[config.mk]
export PLATFORM = sky130hd
export DESIGN_NAME = systk_timer_flat
export DESIGN_NICKNAME = d
export VERILOG_FILES = /design/src/rtl/systk_pkg.sv /design/src/rtl/systk_if.sv /design/src/rtl/systk_bank.sv /design/src/rtl/systk_timer.sv /design/src/flat_wrapper.sv
export VERILOG_INCLUDE_DIRS = /design/src /design/src/rtl
export SDC_FILE = /design/constraint.sdc
export NUM_CORES = 1
export LEC_CHECK = 0
export BUFFER_PORTS_ARGS = -buffer_cell sky130_fd_sc_hd__buf_2
export CAP_MARGIN = 25
export CORE_MARGIN = 1.5
export CORE_UTILIZATION = 50
export DETAILED_ROUTE_END_ITERATION = 8
export PLACE_DENSITY = 0.71
export SLEW_MARGIN = 20
export SYNTH_ARGS = -nofsm -noshare
export SYNTH_HDL_FRONTEND = slang
export SYNTH_HIERARCHICAL = 1
export SYNTH_SLANG_ARGS = --single-unit
[constraint.sdc]
create_clock -name i_sys_clk -period 4.05 [get_ports i_sys_clk]
set_clock_uncertainty 0.15 [all_clocks]
set_input_delay 0.6075 -clock i_sys_clk [delete_from_list [all_inputs] [get_ports i_sys_clk]]
set_output_delay 0.6075 -clock i_sys_clk [all_outputs]
set_load 0.02 [all_outputs]
[src/rtl/systk_cfg.svh]
// constants of the system tick down counter
// Summary of operation
// [RULE_01] 24-bit down counter, secure and non-secure copies
// [RULE_02] decrement to zero, then load reload value
// [RULE_03] zero reload stops counting at next wrap
// [RULE_04] wrap flag bit 16 set on one-to-zero
// [RULE_05] control/status read returns and clears flag
// [RULE_06] current value write clears count and flag
// [RULE_07] software clear raises no tick request
// [RULE_08] current value reads live count, upper zero
// [RULE_09] debug halt holds the count
// [RULE_10] bit 2 selects processor or reference clock
// [RULE_11] bit 1 lets zero raise tick request
// [RULE_12] bit 0 enables counting
// [RULE_13] reload holds 24 bits, upper bits zero
// [RULE_14] reload should be 1 to 0xFFFFFF
// [RULE_15] period of N needs reload N-1
// [RULE_16] calibration reads bits 31, 30 set, rest zero
// [RULE_17] counting stops while the clock is gated
// [RULE_18] only full word accesses allowed
// [RULE_19] program reload, clear current, then control
// [RULE_20] every register except calibration banked per security state; calibration reads one shared value in both states
// [RULE_21] tick request pulses in the zero-reaching cycle
`ifndef SYSTK_CFG_SVH
`define SYSTK_CFG_SVH
`define SYSTK_ADDR_CSR      32'hE000E010
`define SYSTK_ADDR_RVR      32'hE000E014
`define SYSTK_ADDR_CVR      32'hE000E018
`define SYSTK_ADDR_CALIB    32'hE000E01C
`define SYSTK_CNT_W         24
`define SYSTK_BIT_ENABLE    0
`define SYSTK_BIT_IRQ_EN    1
`define SYSTK_BIT_CLK_SEL   2
`define SYSTK_BIT_WRAP      16
`define SYSTK_CSR_RESET     32'h00000000
`define SYSTK_CALIB_VALUE   32'hC0000000
`define SYSTK_CNT_RESET     24'h000000
`endif

[src/rtl/systk_pkg.sv]
// types of the system tick down counter
package systk_pkg;
	typedef logic [23:0] systk_count_t;
	typedef logic [31:0] systk_word_t;
	typedef enum logic [1:0] {SYSTK_IDLE, SYSTK_WRITE, SYSTK_READ, SYSTK_DONE} systk_host_state_t;
endpackage

[src/rtl/systk_if.sv]
// register access link between bus side and timer
`timescale 1ns/1ps
interface systk_if;
	import systk_pkg::*;
	logic        sel;
	logic        write;
	logic        secure;
	systk_word_t addr;
	systk_word_t wdata;
	systk_word_t rdata;
	logic        tick_req_s;
	logic        tick_req_ns;
	modport dev
	(
		input  sel, write, secure, addr, wdata,
		output rdata, tick_req_s, tick_req_ns
	);
	modport host
	(
		output sel, write, secure, addr, wdata,
		input  rdata, tick_req_s, tick_req_ns
	);
endinterface

[src/rtl/systk_bank.sv]
// one banked counter with its register set
`timescale 1ns/1ps
`include "systk_cfg.svh"
module systk_bank
(
	input  wire logic                  i_sys_clk,
	input  wire logic                  i_resetn,
	input  wire logic                  i_ref_tick,
	input  wire logic                  i_halted,
	input  wire logic                  i_wr_csr,
	input  wire logic                  i_wr_rvr,
	input  wire logic                  i_wr_cvr,
	input  wire logic                  i_rd_csr,
	input  wire systk_pkg::systk_word_t i_wdata,
	output logic [2:0]                 o_ctrl,
	output logic                       o_wrap_flag,
	output systk_pkg::systk_count_t    o_reload,
	output systk_pkg::systk_count_t    o_count,
	output logic                       o_tick_req
);
	import systk_pkg::*;
	logic         step;
	logic         hit_zero;
	systk_count_t next_count;

	// count clock: processor clock or reference tick, held in debug
	assign step = o_ctrl[`SYSTK_BIT_ENABLE] && !i_halted                    // RULE_12 RULE_09
		&& (o_ctrl[`SYSTK_BIT_CLK_SEL] ? 1'b1 : i_ref_tick);            // RULE_10
	assign hit_zero = step && (o_count == 24'h000001);                      // RULE_04

	always_comb
	begin
		next_count = o_count;
		if (step)
		begin
			if (o_count == 24'h000000)
				next_count = o_reload;                              // RULE_02 RULE_03 RULE_13 RULE_14
			else
				next_count = o_count - 24'h000001;                          // RULE_01 RULE_02
		end
	end

	always_ff @(posedge i_sys_clk or negedge i_resetn)
	begin
		if (!i_resetn)
			o_ctrl <= 3'h0;
		else if (i_wr_csr)
			o_ctrl <= i_wdata[2:0];                                          // RULE_10 RULE_11 RULE_12
	end

	always_ff @(posedge i_sys_clk or negedge i_resetn)
	begin
		if (!i_resetn)
			o_reload <= `SYSTK_CNT_RESET;
		else if (i_wr_rvr)
			o_reload <= i_wdata[23:0];                                       // RULE_13
	end

	always_ff @(posedge i_sys_clk or negedge i_resetn)
	begin
		if (!i_resetn)
			o_count <= `SYSTK_CNT_RESET;
		else if (i_wr_cvr)
			o_count <= 24'h000000;                                           // RULE_06
		else
			o_count <= next_count;
	end

	// a wrap in the same cycle as a clearing read wins
	always_ff @(posedge i_sys_clk or negedge i_resetn)
	begin
		if (!i_resetn)
			o_wrap_flag <= 1'b0;
		else if (hit_zero && !i_wr_cvr)
			o_wrap_flag <= 1'b1;                                             // RULE_04
		else if (i_rd_csr || i_wr_cvr)
			o_wrap_flag <= 1'b0;                                             // RULE_05 RULE_06
	end

	always_ff @(posedge i_sys_clk or negedge i_resetn)
	begin
		if (!i_resetn)
			o_tick_req <= 1'b0;
		else
			o_tick_req <= hit_zero && !i_wr_cvr && o_ctrl[`SYSTK_BIT_IRQ_EN]; // RULE_11 RULE_07 RULE_21
	end
endmodule

[src/rtl/systk_timer.sv]
// system tick timer device end with two banks
`timescale 1ns/1ps
`include "systk_cfg.svh"
module systk_timer
(
	input  wire logic i_sys_clk,
	input  wire logic i_resetn,
	input  wire logic i_ref_clk,
	input  wire logic i_halted,
	systk_if.dev      bus
);
	import systk_pkg::*;
	logic             ref_s1;
	logic             ref_s2;
	logic             ref_s3;
	logic             ref_tick;
	logic             halt_s1;
	logic             halt_s2;
	logic             acc_rd;
	logic             acc_wr;
	logic             hit_csr;
	logic             hit_rvr;
	logic             hit_cvr;
	logic             hit_calib;
	logic [1:0]       bank_on;
	logic [1:0]       wr_csr;
	logic [1:0]       wr_rvr;
	logic [1:0]       wr_cvr;
	logic [1:0]       rd_csr;
	logic [2:0]       ctrl [2];
	logic [1:0]       flag;
	systk_count_t     reload [2];
	systk_count_t     count [2];
	logic [1:0]       tick;
	systk_word_t      next_rdata;
	logic             bk;

	// reference clock pin: two stages, the third only finds the rising edge
	always_ff @(posedge i_sys_clk or negedge i_resetn)
	begin
		if (!i_resetn)
		begin
			ref_s1 <= 1'b0;
			ref_s2 <= 1'b0;
			ref_s3 <= 1'b0;
		end
		else
		begin
			ref_s1 <= i_ref_clk;
			ref_s2 <= ref_s1;
			ref_s3 <= ref_s2;
		end
	end
	assign ref_tick = ref_s2 && !ref_s3;                                   // RULE_10

	// debug halt level, two stages, so the hold starts two cycles late
	always_ff @(posedge i_sys_clk or negedge i_resetn)
	begin
		if (!i_resetn)
		begin
			halt_s1 <= 1'b0;
			halt_s2 <= 1'b0;
		end
		else
		begin
			halt_s1 <= i_halted;
			halt_s2 <= halt_s1;                                            // RULE_09
		end
	end

	// only full words at the four offsets are decoded
	assign acc_rd = bus.sel && !bus.write;
	assign acc_wr = bus.sel && bus.write;

	always_comb
	begin
		hit_csr   = 1'b0;
		hit_rvr   = 1'b0;
		hit_cvr   = 1'b0;
		hit_calib = 1'b0;
		unique case (bus.addr)
			`SYSTK_ADDR_CSR:   hit_csr   = 1'b1;
			`SYSTK_ADDR_RVR:   hit_rvr   = 1'b1;
			`SYSTK_ADDR_CVR:   hit_cvr   = 1'b1;
			`SYSTK_ADDR_CALIB: hit_calib = 1'b1;
			default:           hit_csr   = 1'b0;
		endcase
	end

	// bank 1 is secure, bank 0 non-secure; both share the offsets
	assign bk = bus.secure;                                                 // RULE_20

	genvar g;
	generate
		for (g = 0; g < 2; g++)
		begin : g_bank
			assign bank_on[g] = (bk == 1'(g));                             // RULE_01 RULE_20
			assign wr_csr[g]  = acc_wr && bank_on[g] && hit_csr;
			assign wr_rvr[g]  = acc_wr && bank_on[g] && hit_rvr;
			assign wr_cvr[g]  = acc_wr && bank_on[g] && hit_cvr;
			assign rd_csr[g]  = acc_rd && bank_on[g] && hit_csr;            // RULE_05
			systk_bank u_bank
			(
				.i_sys_clk   (i_sys_clk),
				.i_resetn    (i_resetn),
				.i_ref_tick  (ref_tick),
				.i_halted    (halt_s2),
				.i_wr_csr    (wr_csr[g]),
				.i_wr_rvr    (wr_rvr[g]),
				.i_wr_cvr    (wr_cvr[g]),
				.i_rd_csr    (rd_csr[g]),
				.i_wdata     (bus.wdata),
				.o_ctrl      (ctrl[g]),
				.o_wrap_flag (flag[g]),
				.o_reload    (reload[g]),
				.o_count     (count[g]),
				.o_tick_req  (tick[g])
			);
		end
	endgenerate

	always_comb
	begin
		next_rdata = 32'h00000000;
		unique case (bus.addr)
			`SYSTK_ADDR_CSR:   next_rdata = {15'h0000, flag[bk], 13'h0000, ctrl[bk]}; // RULE_05
			`SYSTK_ADDR_RVR:   next_rdata = {8'h00, reload[bk]};                    // RULE_13
			`SYSTK_ADDR_CVR:   next_rdata = {8'h00, count[bk]};                     // RULE_08
			`SYSTK_ADDR_CALIB: next_rdata = `SYSTK_CALIB_VALUE;                     // RULE_16
			default:           next_rdata = 32'h00000000;
		endcase
	end

	// read data registered one cycle after the read strobe
	always_ff @(posedge i_sys_clk or negedge i_resetn)
	begin
		if (!i_resetn)
			bus.rdata <= 32'h00000000;
		else if (bus.sel && !bus.write)
			bus.rdata <= next_rdata;
	end

	// gating i_sys_clk stops the counter as well
	assign bus.tick_req_s  = tick[1];                                       // RULE_17 RULE_21
	assign bus.tick_req_ns = tick[0];                                       // RULE_21
endmodule

[src/flat_wrapper.sv]
// flat-port wrapper written by rule: the top's interface ports become plain ports
module systk_timer_flat import systk_pkg::*;
  (i_sys_clk, i_resetn, i_ref_clk, i_halted, bus_sel, bus_write, bus_secure, bus_addr, bus_wdata, bus_rdata, bus_tick_req_s, bus_tick_req_ns);
  systk_if bus_i ();
  input  wire logic i_sys_clk;
  input  wire logic i_resetn;
  input  wire logic i_ref_clk;
  input  wire logic i_halted;
  input wire logic [$bits(bus_i.sel)-1:0] bus_sel;
  input wire logic [$bits(bus_i.write)-1:0] bus_write;
  input wire logic [$bits(bus_i.secure)-1:0] bus_secure;
  input wire logic [$bits(bus_i.addr)-1:0] bus_addr;
  input wire logic [$bits(bus_i.wdata)-1:0] bus_wdata;
  output wire logic [$bits(bus_i.rdata)-1:0] bus_rdata;
  output wire logic [$bits(bus_i.tick_req_s)-1:0] bus_tick_req_s;
  output wire logic [$bits(bus_i.tick_req_ns)-1:0] bus_tick_req_ns;
  assign bus_i.sel = bus_sel;
  assign bus_i.write = bus_write;
  assign bus_i.secure = bus_secure;
  assign bus_i.addr = bus_addr;
  assign bus_i.wdata = bus_wdata;
  assign bus_rdata = bus_i.rdata;
  assign bus_tick_req_s = bus_i.tick_req_s;
  assign bus_tick_req_ns = bus_i.tick_req_ns;
  systk_timer u_core (.i_sys_clk(i_sys_clk), .i_resetn(i_resetn), .i_ref_clk(i_ref_clk), .i_halted(i_halted), .bus(bus_i));
endmodule
Word level (Yosys, flattened, before mapping)
Index checks and enable logic that the tools add are counted.
W data, S select, Z words.

operators by class
  add/subtract/negate cells = 2
  magnitude comparators = 2
  equality and inequality tests = 6
  mux-type cells = 27
  bitwise operators = 2
  reduce and logical (&&, ||, !) cells = 38

operator list
  operator                 number
  $mux W24                 12
  $eq A32 B32 Y1 const B   4
  $pmux W32 S4             1
  $eq A24 B1 Y1 const B    2
  $logic_not A24 Y1        2
  $sub A24 B1 Y24 const B  2
  $logic_and A1 B1 Y1      25
  $mux W1                  11
  $mux W3                  3
  $reduce_bool A2 Y1       4
  $logic_not A1 Y1         5
  $ge A2 B2 Y1 const B     1
  $logic_or A1 B1 Y1       2
  $lt A1 B2 Y1 const B     1
  $not A1 Y2               1
  $not A1 Y1               1

storage, ports and cells
  bits in registers = 143
  input port bits = 71
  output and inout bits = 34
  logic and storage cells = 93

Depth between registers and ports, before layout
Gate-level depths: netlist of run 1.

  depth after elaboration = 7
  depth in mapped cells = 11
  depth with buffers taken out = 7

Modules after synthesis
Netlist of run 1, hierarchy kept.

modules (own cells, without submodules)
  module       instances  cells each  area an instance (µm²)  seq. area each (µm²)
  systk_bank   2          270         2872.8                  1326.3
  systk_timer  1          235         2150.8                  750.7

Worst setup path after synthesis of run 1
Ideal clock, no wire load.

  path type = input to register
  from = in bus_addr[5]
  to = reg u_core.g_bank[0].u_bank.o_reload[10]
  setup time = 125 ps
  arrival = 2809 ps
  required time = 3775 ps
  path slack = 966 ps
  stages = 9
  path buffers = 4
  cell sequence = nor4_1 > nand4_1 > or3_1 > buf_6 > buf_6 > nor4_4 > clkbuf_1 > buf_1 > mux2_2

between the ends
  cells in the longest elaborated chain, start to end = 3

ends and longest elaborated chain
  what                        RTL line            RTL
  start: declaration          flat_wrapper.sv:12  input wire logic [$bits(bus_i.addr)-1:0] bus_addr;
  $eq A32 B32 Y1              systk_timer.sv:81   unique case (bus.addr)
  $mux W1                     systk_timer.sv:81
  $logic_and A1 B1 Y1         systk_timer.sv:99   assign wr_rvr[g] = acc_wr && bank_on[g] && hit_rvr;
  named net u_core.wr_rvr[0]  systk_timer.sv:27   logic [1:0] wr_rvr;
  end signal: assignment      systk_bank.sv:54    o_reload <= `SYSTK_CNT_RESET;
  end signal: assignment      systk_bank.sv:56    o_reload <= i_wdata[23:0];
  end: declaration            systk_bank.sv:17    output systk_pkg::systk_count_t o_reload,

The timed path passes the listed nets, and every way through them passes these cells.
A chain may end at the register's enable or synchronous reset.

Final worst setup path of run 1
  from = in bus_addr[11]
  to = reg u_core.g_bank[0].u_bank.o_count[8]

between the ends
  cells in the longest elaborated chain, start to end = 4
  elaborated cells on any way between the ends = 5
  classes of those cells = eq/ne: 1; mux: 2; reduce/logical: 2

ends and longest elaborated chain
  what                                                   RTL line            RTL
  $eq A32 B32 Y1 *                                       systk_timer.sv:81
  $mux W1 *                                              systk_timer.sv:81
  $logic_and A1 B1 Y1 *                                  systk_timer.sv:100  assign wr_cvr[g] = acc_wr && bank_on[g] && hit_cvr;
  named net u_core.wr_cvr[0]                             systk_timer.sv:28   logic [1:0] wr_cvr;
  $mux W24 / $reduce_bool A2 Y1 (equally long branches)  -
  end signal: assignment                                 systk_bank.sv:62    o_count <= `SYSTK_CNT_RESET;
  end signal: assignment                                 systk_bank.sv:66    o_count <= next_count;
  end: declaration                                       systk_bank.sv:18    output systk_pkg::systk_count_t o_count,

Mark *: on every way through the listed nets, which the timed path passes. The rest lies on a longest branch.

==> results of run 1 <==
critical path, delay by kind of cell:
family / cells / cell delay, ns
buffers and inverters: 3 / 0.59
AOI/OAI and AO/OA: 1 / 0.08
and+or+nand+nor: 5 / 2.03
metal layers:
metal | wire (µm) | vias up | share of wire (%)
li1 | - | 3097 | -
met1 | 10400 | 3413 | 43
met2 | 11100 | 400 | 46
met3 | 2160 | 46 | 8.9
met4 | 566 | 0 | 2.3
met5 | 0 | - | 0
sequential cells by signal, indices dropped and copies added (netlist names):
| register | cells |
|---|---|
| u_core/halt_s1 | 1 |
| u_core/ref_s3 | 1 |
| u_core/ref_s2 | 1 |
| u_core/g_bank.u_bank/o_reload | 48 |
| u_core/bus.rdata | 25 |
| u_core/g_bank.u_bank/o_count | 48 |
| u_core/g_bank.u_bank/o_wrap_flag | 2 |
| u_core/g_bank.u_bank/o_ctrl | 6 |
| u_core/halt_s2 | 1 |
| u_core/g_bank.u_bank/o_tick_req | 2 |
| u_core/ref_s1 | 1 |
cells in the final DEF (no fill, tap or decap), drive strengths merged, types with 26 or more instances in the layout:
cell / instances
o22ai: 26
mux2i: 50
buf: 116
nor4: 33
a21oi: 32
nor2: 31
o21ai: 47
inv: 32
mux2: 50
nand2: 64
dfrtp: 136
path summary, 6_finish.rpt:
| check | startpoint | to | slack [ns] | cells after the start |
|---|---|---|---|---|
| worst max register to register | u_core/g_bank[0].u_bank/o_count[16] | u_core/g_bank[0].u_bank/o_count[21] | 0.89 | 5 |
| worst max-delay path | bus_addr[11] | u_core/g_bank[0].u_bank/o_count[8] | 0.87 | 9 |
| min in group i_sys_clk | i_halted | u_core/halt_s1 | 0.14 | 1 |
| max in group asynchronous | i_resetn | u_core/g_bank[1].u_bank/o_reload[9] | 2.79 | 2 |
| worst min register to register | u_core/ref_s1 | u_core/ref_s2 | 0.20 | 0 |
| worst min-delay path | i_resetn | u_core/g_bank[1].u_bank/o_reload[1] | 0.13 | 1 |
cell type report:
type | count | share of cell area [%]
flip-flops and latches | 136 | 37.4
repair buffers | 116 | 7.29
clock buffers | 20 | 5.12
well taps | 211 | 2.90
multi-input cells | 552 | 44.7
clock inverters | 11 | 1.35
inverters | 31 | 1.28
cells by family (layout without fill, tap and decap cells):
group	count (synthesis)	after routing	synth area share (%)
simple gates	243	243	18.4
compound gates	193	193	17.1
flops	136	136	43.1
mux	104	104	14.6
buf+inv	92	178	5.78
fa+ha+maj	6	6	0.951
other cells	1	6	0.0475
power groups by stage:
stage                     combinational (mW)  sequential [mW]  clock [mW]
final                                  0.154             1.37        1.55
after detailed placement               0.156             1.39           0
after global placement                 0.151             1.39           0
after floorplan                       0.0679             1.40           0
after global routing                   0.172             1.37        1.63
after CTS                              0.156             1.37        1.57
==> results.cfg, run 1 <==
[route]
wl_per_cell_um = 22.5
drcViolationCount = 0
dr.first_iter.drc_count = 644
detail_route.wirelength_um = 24200
via_count = 6956
route.detailed.vias_per_inst = 6.46
antenna_left = 0
drt_first_pass_iters = 5

[floorplanning]
initial_utilization_pct = 51.6
fp.dieH_um = 129
rows = 45
die_width_um = 129
dieArea_mm2 = 0.0166
floorplan.core_area_mm2 = 0.0153
total_i_o_pin_count = 105

[cts]
total_clock_buffers_created_by_cts = 17
clock_insertion_delay_worst_skew_ns = 0.42
tritoncts = yes
cts.reportedPaths.clkPinSlew_ns = 0.06
cts_setup_buffers = 0
ctsHoldBuffers = 0
post_cts.resized_instances = 0
cts_max_path_buffers = 2
clockRootBuffer = sky130_fd_sc_hd__clkbuf_16
htree_num_levels = 4
cts_num_sinks = 136

[sta]
fin_crit_ns = 3.18
maximum_clock_rate_mhz = 314
timing_max_transition_violations_final = 0
finalSetupTns_ns = 0
grt_setup_unrepaired = no
final_hold_slack_ns = 0.133
worstMarginPinSlew_ns = 0.863
hold_viol_final = 0
timing.slew.headroom_pct = 42.3
finalSetupViolations = 0
final_period_util_pct = 78.5
layout_setup_ws_ns = 0.869

[critical_path]
required_ns = 4.19
timing.critical_path.from_type = primary input
timing.critical_path.fanout_max = 27
max_stage_delay_cell_worst_path = sky130_fd_sc_hd__or3_1
crit_path_max_incr_delay_ns = 0.59
arrival_time_worst_endpoint_ns = 3.33
critical_path.cell_chain = buf_2, nor4b_1, nand4_1, or3_1, nor4_2, buf_12, nand2b_1, buf_4, o32ai_1
kind_of_end_point_of_the_critical_path = flip-flop
crit_type = in2reg

[power]
static-leakage-power_nw = 3.99
p_comb_share_pct = 5.0
net_switching_power_mw = 0.703
power.clock.fraction_pct = 50.4
fin_total_pwr_mw = 3.07
switching_share_pct = 22.9
sequential_fraction_of_design_power_pct = 44.6
intPower_mw = 2.37
power_per_cell_area_mw_per_mm2 = 337
irDropWorstVdd_uv = 248

[outcome]
run_status = finished, final reports clean

[grt]
met3_usage_pct = 5.86
grt_use_total_pct = 30.5
grt.busiest_layer = met2
largest_net_degree_at_the_start_of_global_routing = 97
met1_usage_pct = 42.5
grt.met2_usage_pct = 47.6
grt-ovfl-total = 0
grt_first_pass_wirelength_um = 38100
number_of_global_route_vias_before_repair = 6759
grt_antenna_before_repair = 0

[finish]
multi_input_area_mm2 = 0.00407
nNetsFinal = 931
fillerInstances = 1287
area_growth_pct = 15.4
num_antenna_cells = 0
design_area_mm2 = 0.00911
post_route_core_utilization_pct = 59.5
drive_gt1_share_pct = 28.3
area_taken_by_flip_flops_and_latches_mm2 = 0.00340
final_cell_count_no_fill = 1077

[synthesis]
yosysWarnings = 6
synth-main-ff-cell = sky130_fd_sc_hd__dfrtp_1
yosysTopAreaCellShare_pct = 43.1
post_synth_instance_area_mm2 = 0.00790
synth_edf_count = 0
avgSynthCellArea_um2 = 10.2
top_count_cell_post_synth = sky130_fd_sc_hd__dfrtp_1
ys_seq_elements = 136
ranking_of_synthesized_cells_by_area = sky130_fd_sc_hd__dfrtp_1 (43%), sky130_fd_sc_hd__mux2_2 (7.1%), sky130_fd_sc_hd__mux2i_1 (6.3%), sky130_fd_sc_hd__nand2_1 (3.0%), sky130_fd_sc_hd__o32ai_1 (2.2%)
asyncSetResetFlopFracSynth_pct = 100
synth_sequential_area_ratio_pct = 43.1
synth_cell_types = 56
synthesis.instances = 775
netlist_top_cells_count = sky130_fd_sc_hd__dfrtp_1 (136), sky130_fd_sc_hd__nand2_1 (64), sky130_fd_sc_hd__mux2_2 (50), sky130_fd_sc_hd__mux2i_1 (50), sky130_fd_sc_hd__a21oi_1 (32)
synth_top_area_cell = sky130_fd_sc_hd__dfrtp_1

[placement]
post-dp-hpwl_um = 17600
global_placement_routability_congestion = 1.01
dp_cells = 1046
pre_cts_slack_ns = 0.488
buffer_ports.inserted = 90
placed_area_mm2 = 0.00852

[worst_hold_path]
hp-class = in2async

[flow_run]
max_cap_violations = 0
Power figures use the tool's default switching activity.
==> run 2, diff against run 1 <==
==> constraint.sdc (replaced) <==
create_clock -name i_sys_clk -period 3.17 [get_ports i_sys_clk]
set_clock_uncertainty 0.15 [all_clocks]
set_input_delay 0.4755 -clock i_sys_clk [delete_from_list [all_inputs] [get_ports i_sys_clk]]
set_output_delay 0.4755 -clock i_sys_clk [all_outputs]
set_load 0.02 [all_outputs]
==> run 2 against run 1 <==
Die area stayed put. Register-to-register slack worse by 0.42 ns. Sequential cell count stayed put. Core utilization is 1.6 points higher. Largest cell class unchanged. Combinational power is 33% higher. Largest power group unchanged. Critical path depth is 3 lower.
==> results.cfg, run 2 (synthesis gave the netlist of run 1 again) <==
[critical_path]
required_ns = 3.35
timing.critical_path.fanout_max = 15
timing.critical_path.from_type = flip-flop
crit_type = reg2reg
kind_of_end_point_of_the_critical_path = flip-flop
arrival_time_worst_endpoint_ns = 2.88

[outcome]
run_status = finished, final reports clean

[sta]
grt_setup_unrepaired = no
timing_max_transition_violations_final = 0
timing.slew.headroom_pct = 47.0
final_period_util_pct = 85.2
finalSetupViolations = 0
worstMarginPinSlew_ns = 0.796
fin_crit_ns = 2.70
layout_setup_ws_ns = 0.470
finalSetupTns_ns = 0
hold_viol_final = 0
maximum_clock_rate_mhz = 370

[finish]
num_antenna_cells = 0
drive_gt1_share_pct = 30.0
post_route_core_utilization_pct = 61.1
reg.largest.list = u_core/g_bank.u_bank/o_count x48, u_core/g_bank.u_bank/o_reload x48, u_core/bus.rdata x25
mostFrequentLayoutCells = sky130_fd_sc_hd__dfrtp_1 (136), sky130_fd_sc_hd__buf_2 (89), sky130_fd_sc_hd__nand2_1 (64)
area_growth_pct = 18.4
final_cell_count_no_fill = 1104
design_area_mm2 = 0.00935
leading_cell_type_in_the_layout_fill_and_taps_excluded = sky130_fd_sc_hd__dfrtp_1
nNetsFinal = 958

[power]
net_switching_power_mw = 0.908
power_per_cell_area_mw_per_mm2 = 410
switching_share_pct = 23.7
sequential_fraction_of_design_power_pct = 45.6
irDropWorstVdd_uv = 329
power.clock.fraction_pct = 49.0
static-leakage-power_nw = 4.10
intPower_mw = 2.93
p_comb_share_pct = 5.3

[placement]
placed_area_mm2 = 0.00876
buffer_ports.inserted = 90
dp_cells = 1070
post-dp-hpwl_um = 19000
global_placement_routability_congestion = 0.958
pre_cts_slack_ns = 0.131

[route]
met3RoutedLength_um = 2580
dr_wl_met2_um = 11600
routedLengthMet1_um = 10600
drt_first_pass_iters = 6
detail_route.wirelength_um = 25400
routed.top_layer = met4
via_count = 7111
route.detailed.vias_per_inst = 6.44
drcViolationCount = 0
antenna_left = 0
dr.first_iter.drc_count = 632
wl_per_cell_um = 23.0

[floorplanning]
total_i_o_pin_count = 105
dieArea_mm2 = 0.0166
initial_utilization_pct = 51.6
rows = 45
fp.dieH_um = 129
die_width_um = 129
floorplan.core_area_mm2 = 0.0153

[cts]
clock_insertion_delay_worst_skew_ns = 0.43
htree_num_levels = 4
tritoncts = yes
cts_num_sinks = 136
clockRootBuffer = sky130_fd_sc_hd__clkbuf_16
cts.reportedPaths.clkPinSlew_ns = 0.06
cts_max_path_buffers = 2
post_cts.resized_instances = 0
total_clock_buffers_created_by_cts = 17

[grt]
grt_first_pass_wirelength_um = 39400
grt-ovfl-total = 0
grt_use_total_pct = 31.7
number_of_global_route_vias_before_repair = 6930
largest_net_degree_at_the_start_of_global_routing = 69
grt_antenna_before_repair = 0

[flow_run]
max_cap_violations = 0

[worst_hold_path]
hp-class = in2reg
[run 2: cell count changes in the layout (fill, tap and decap cells not counted)]
cell / change
sky130_fd_sc_hd__clkbuf_1: +1
sky130_fd_sc_hd__buf_4: +19
sky130_fd_sc_hd__clkinvlp_4: +2
sky130_fd_sc_hd__buf_12: +5
sky130_fd_sc_hd__bufinv_16: -1
sky130_fd_sc_hd__clkinv_4: -1
sky130_fd_sc_hd__dlygate4sd3_1: +3
sky130_fd_sc_hd__clkbuf_8: -1
[run 2: final cells by class]
class / count / area, µm²
Fill cell: 1281 / 5960
Clock inverter: 11 / 98.8
Clock buffer: 20 / 457
Timing Repair Buffer: 143 / 937
Sequential cell: 136 / 3400
Tap cell: 211 / 264
Multi-Input combinational cell: 552 / 4070
Inverter: 31 / 116
[run 2: worst max-delay path, cell delays in order (launching register included)]
cell	delay, ns
sky130_fd_sc_hd__dfrtp_1	0.46
sky130_fd_sc_hd__or4_4	0.62
sky130_fd_sc_hd__or4_4	0.58
sky130_fd_sc_hd__nor2_4	0.28
sky130_fd_sc_hd__buf_12	0.19
sky130_fd_sc_hd__o21ai_1	0.09
sky130_fd_sc_hd__a221oi_2	0.24
[run 2: worst paths after layout]
check | from | endpoint | slack (ns) | depth (start not counted)
max in group asynchronous | i_resetn | u_core/g_bank[0].u_bank/o_reload[11] | 1.61 | 3
min in group asynchronous | i_resetn | u_core/g_bank[0].u_bank/o_ctrl[1] | 0.49 | 2
setup reg to reg | u_core/g_bank[0].u_bank/o_count[18] | u_core/g_bank[0].u_bank/o_count[15] | 0.47 | 6
hold / removal | bus_wdata[20] | u_core/g_bank[1].u_bank/o_reload[20] | 0.14 | 3
setup / recovery | u_core/g_bank[0].u_bank/o_count[18] | u_core/g_bank[0].u_bank/o_count[15] | 0.47 | 6
hold reg to reg | u_core/ref_s1 | u_core/ref_s2 | 0.20 | 0
[run 2: power by group through the flow]
stage	Clock, mW	Combinational (mW)	Sequential, mW
floorplan	0	0.0868	1.79
global placement	0	0.197	1.78
detailed placement	0	0.202	1.78
CTS	1.90	0.205	1.75
global route	1.97	0.225	1.75
finish	1.88	0.205	1.75
[run 2: timing repair]
item	in CTS	in global routing
hold endpoints to repair	68	0
buffers inserted	0	0
endpoints found under the setup margin	0	0
hold buffers	3	0
[run 2: routing by layer]
metal  track usage, %  vias up
met5                0        -
met4             12.3        0
met3             7.44       61
met2             49.2      434
met1             43.3     3469
li1                 -     3147
[run 2: through the flow]
stage / hold WS [ns] / power [mW]
after floorplan: 0.0299 / 1.87
after global placement: 0.183 / 1.98
after detailed placement: 0.185 / 1.98
after CTS: 0.131 / 3.85
after global routing: 0.135 / 3.95
final: 0.141 / 3.84
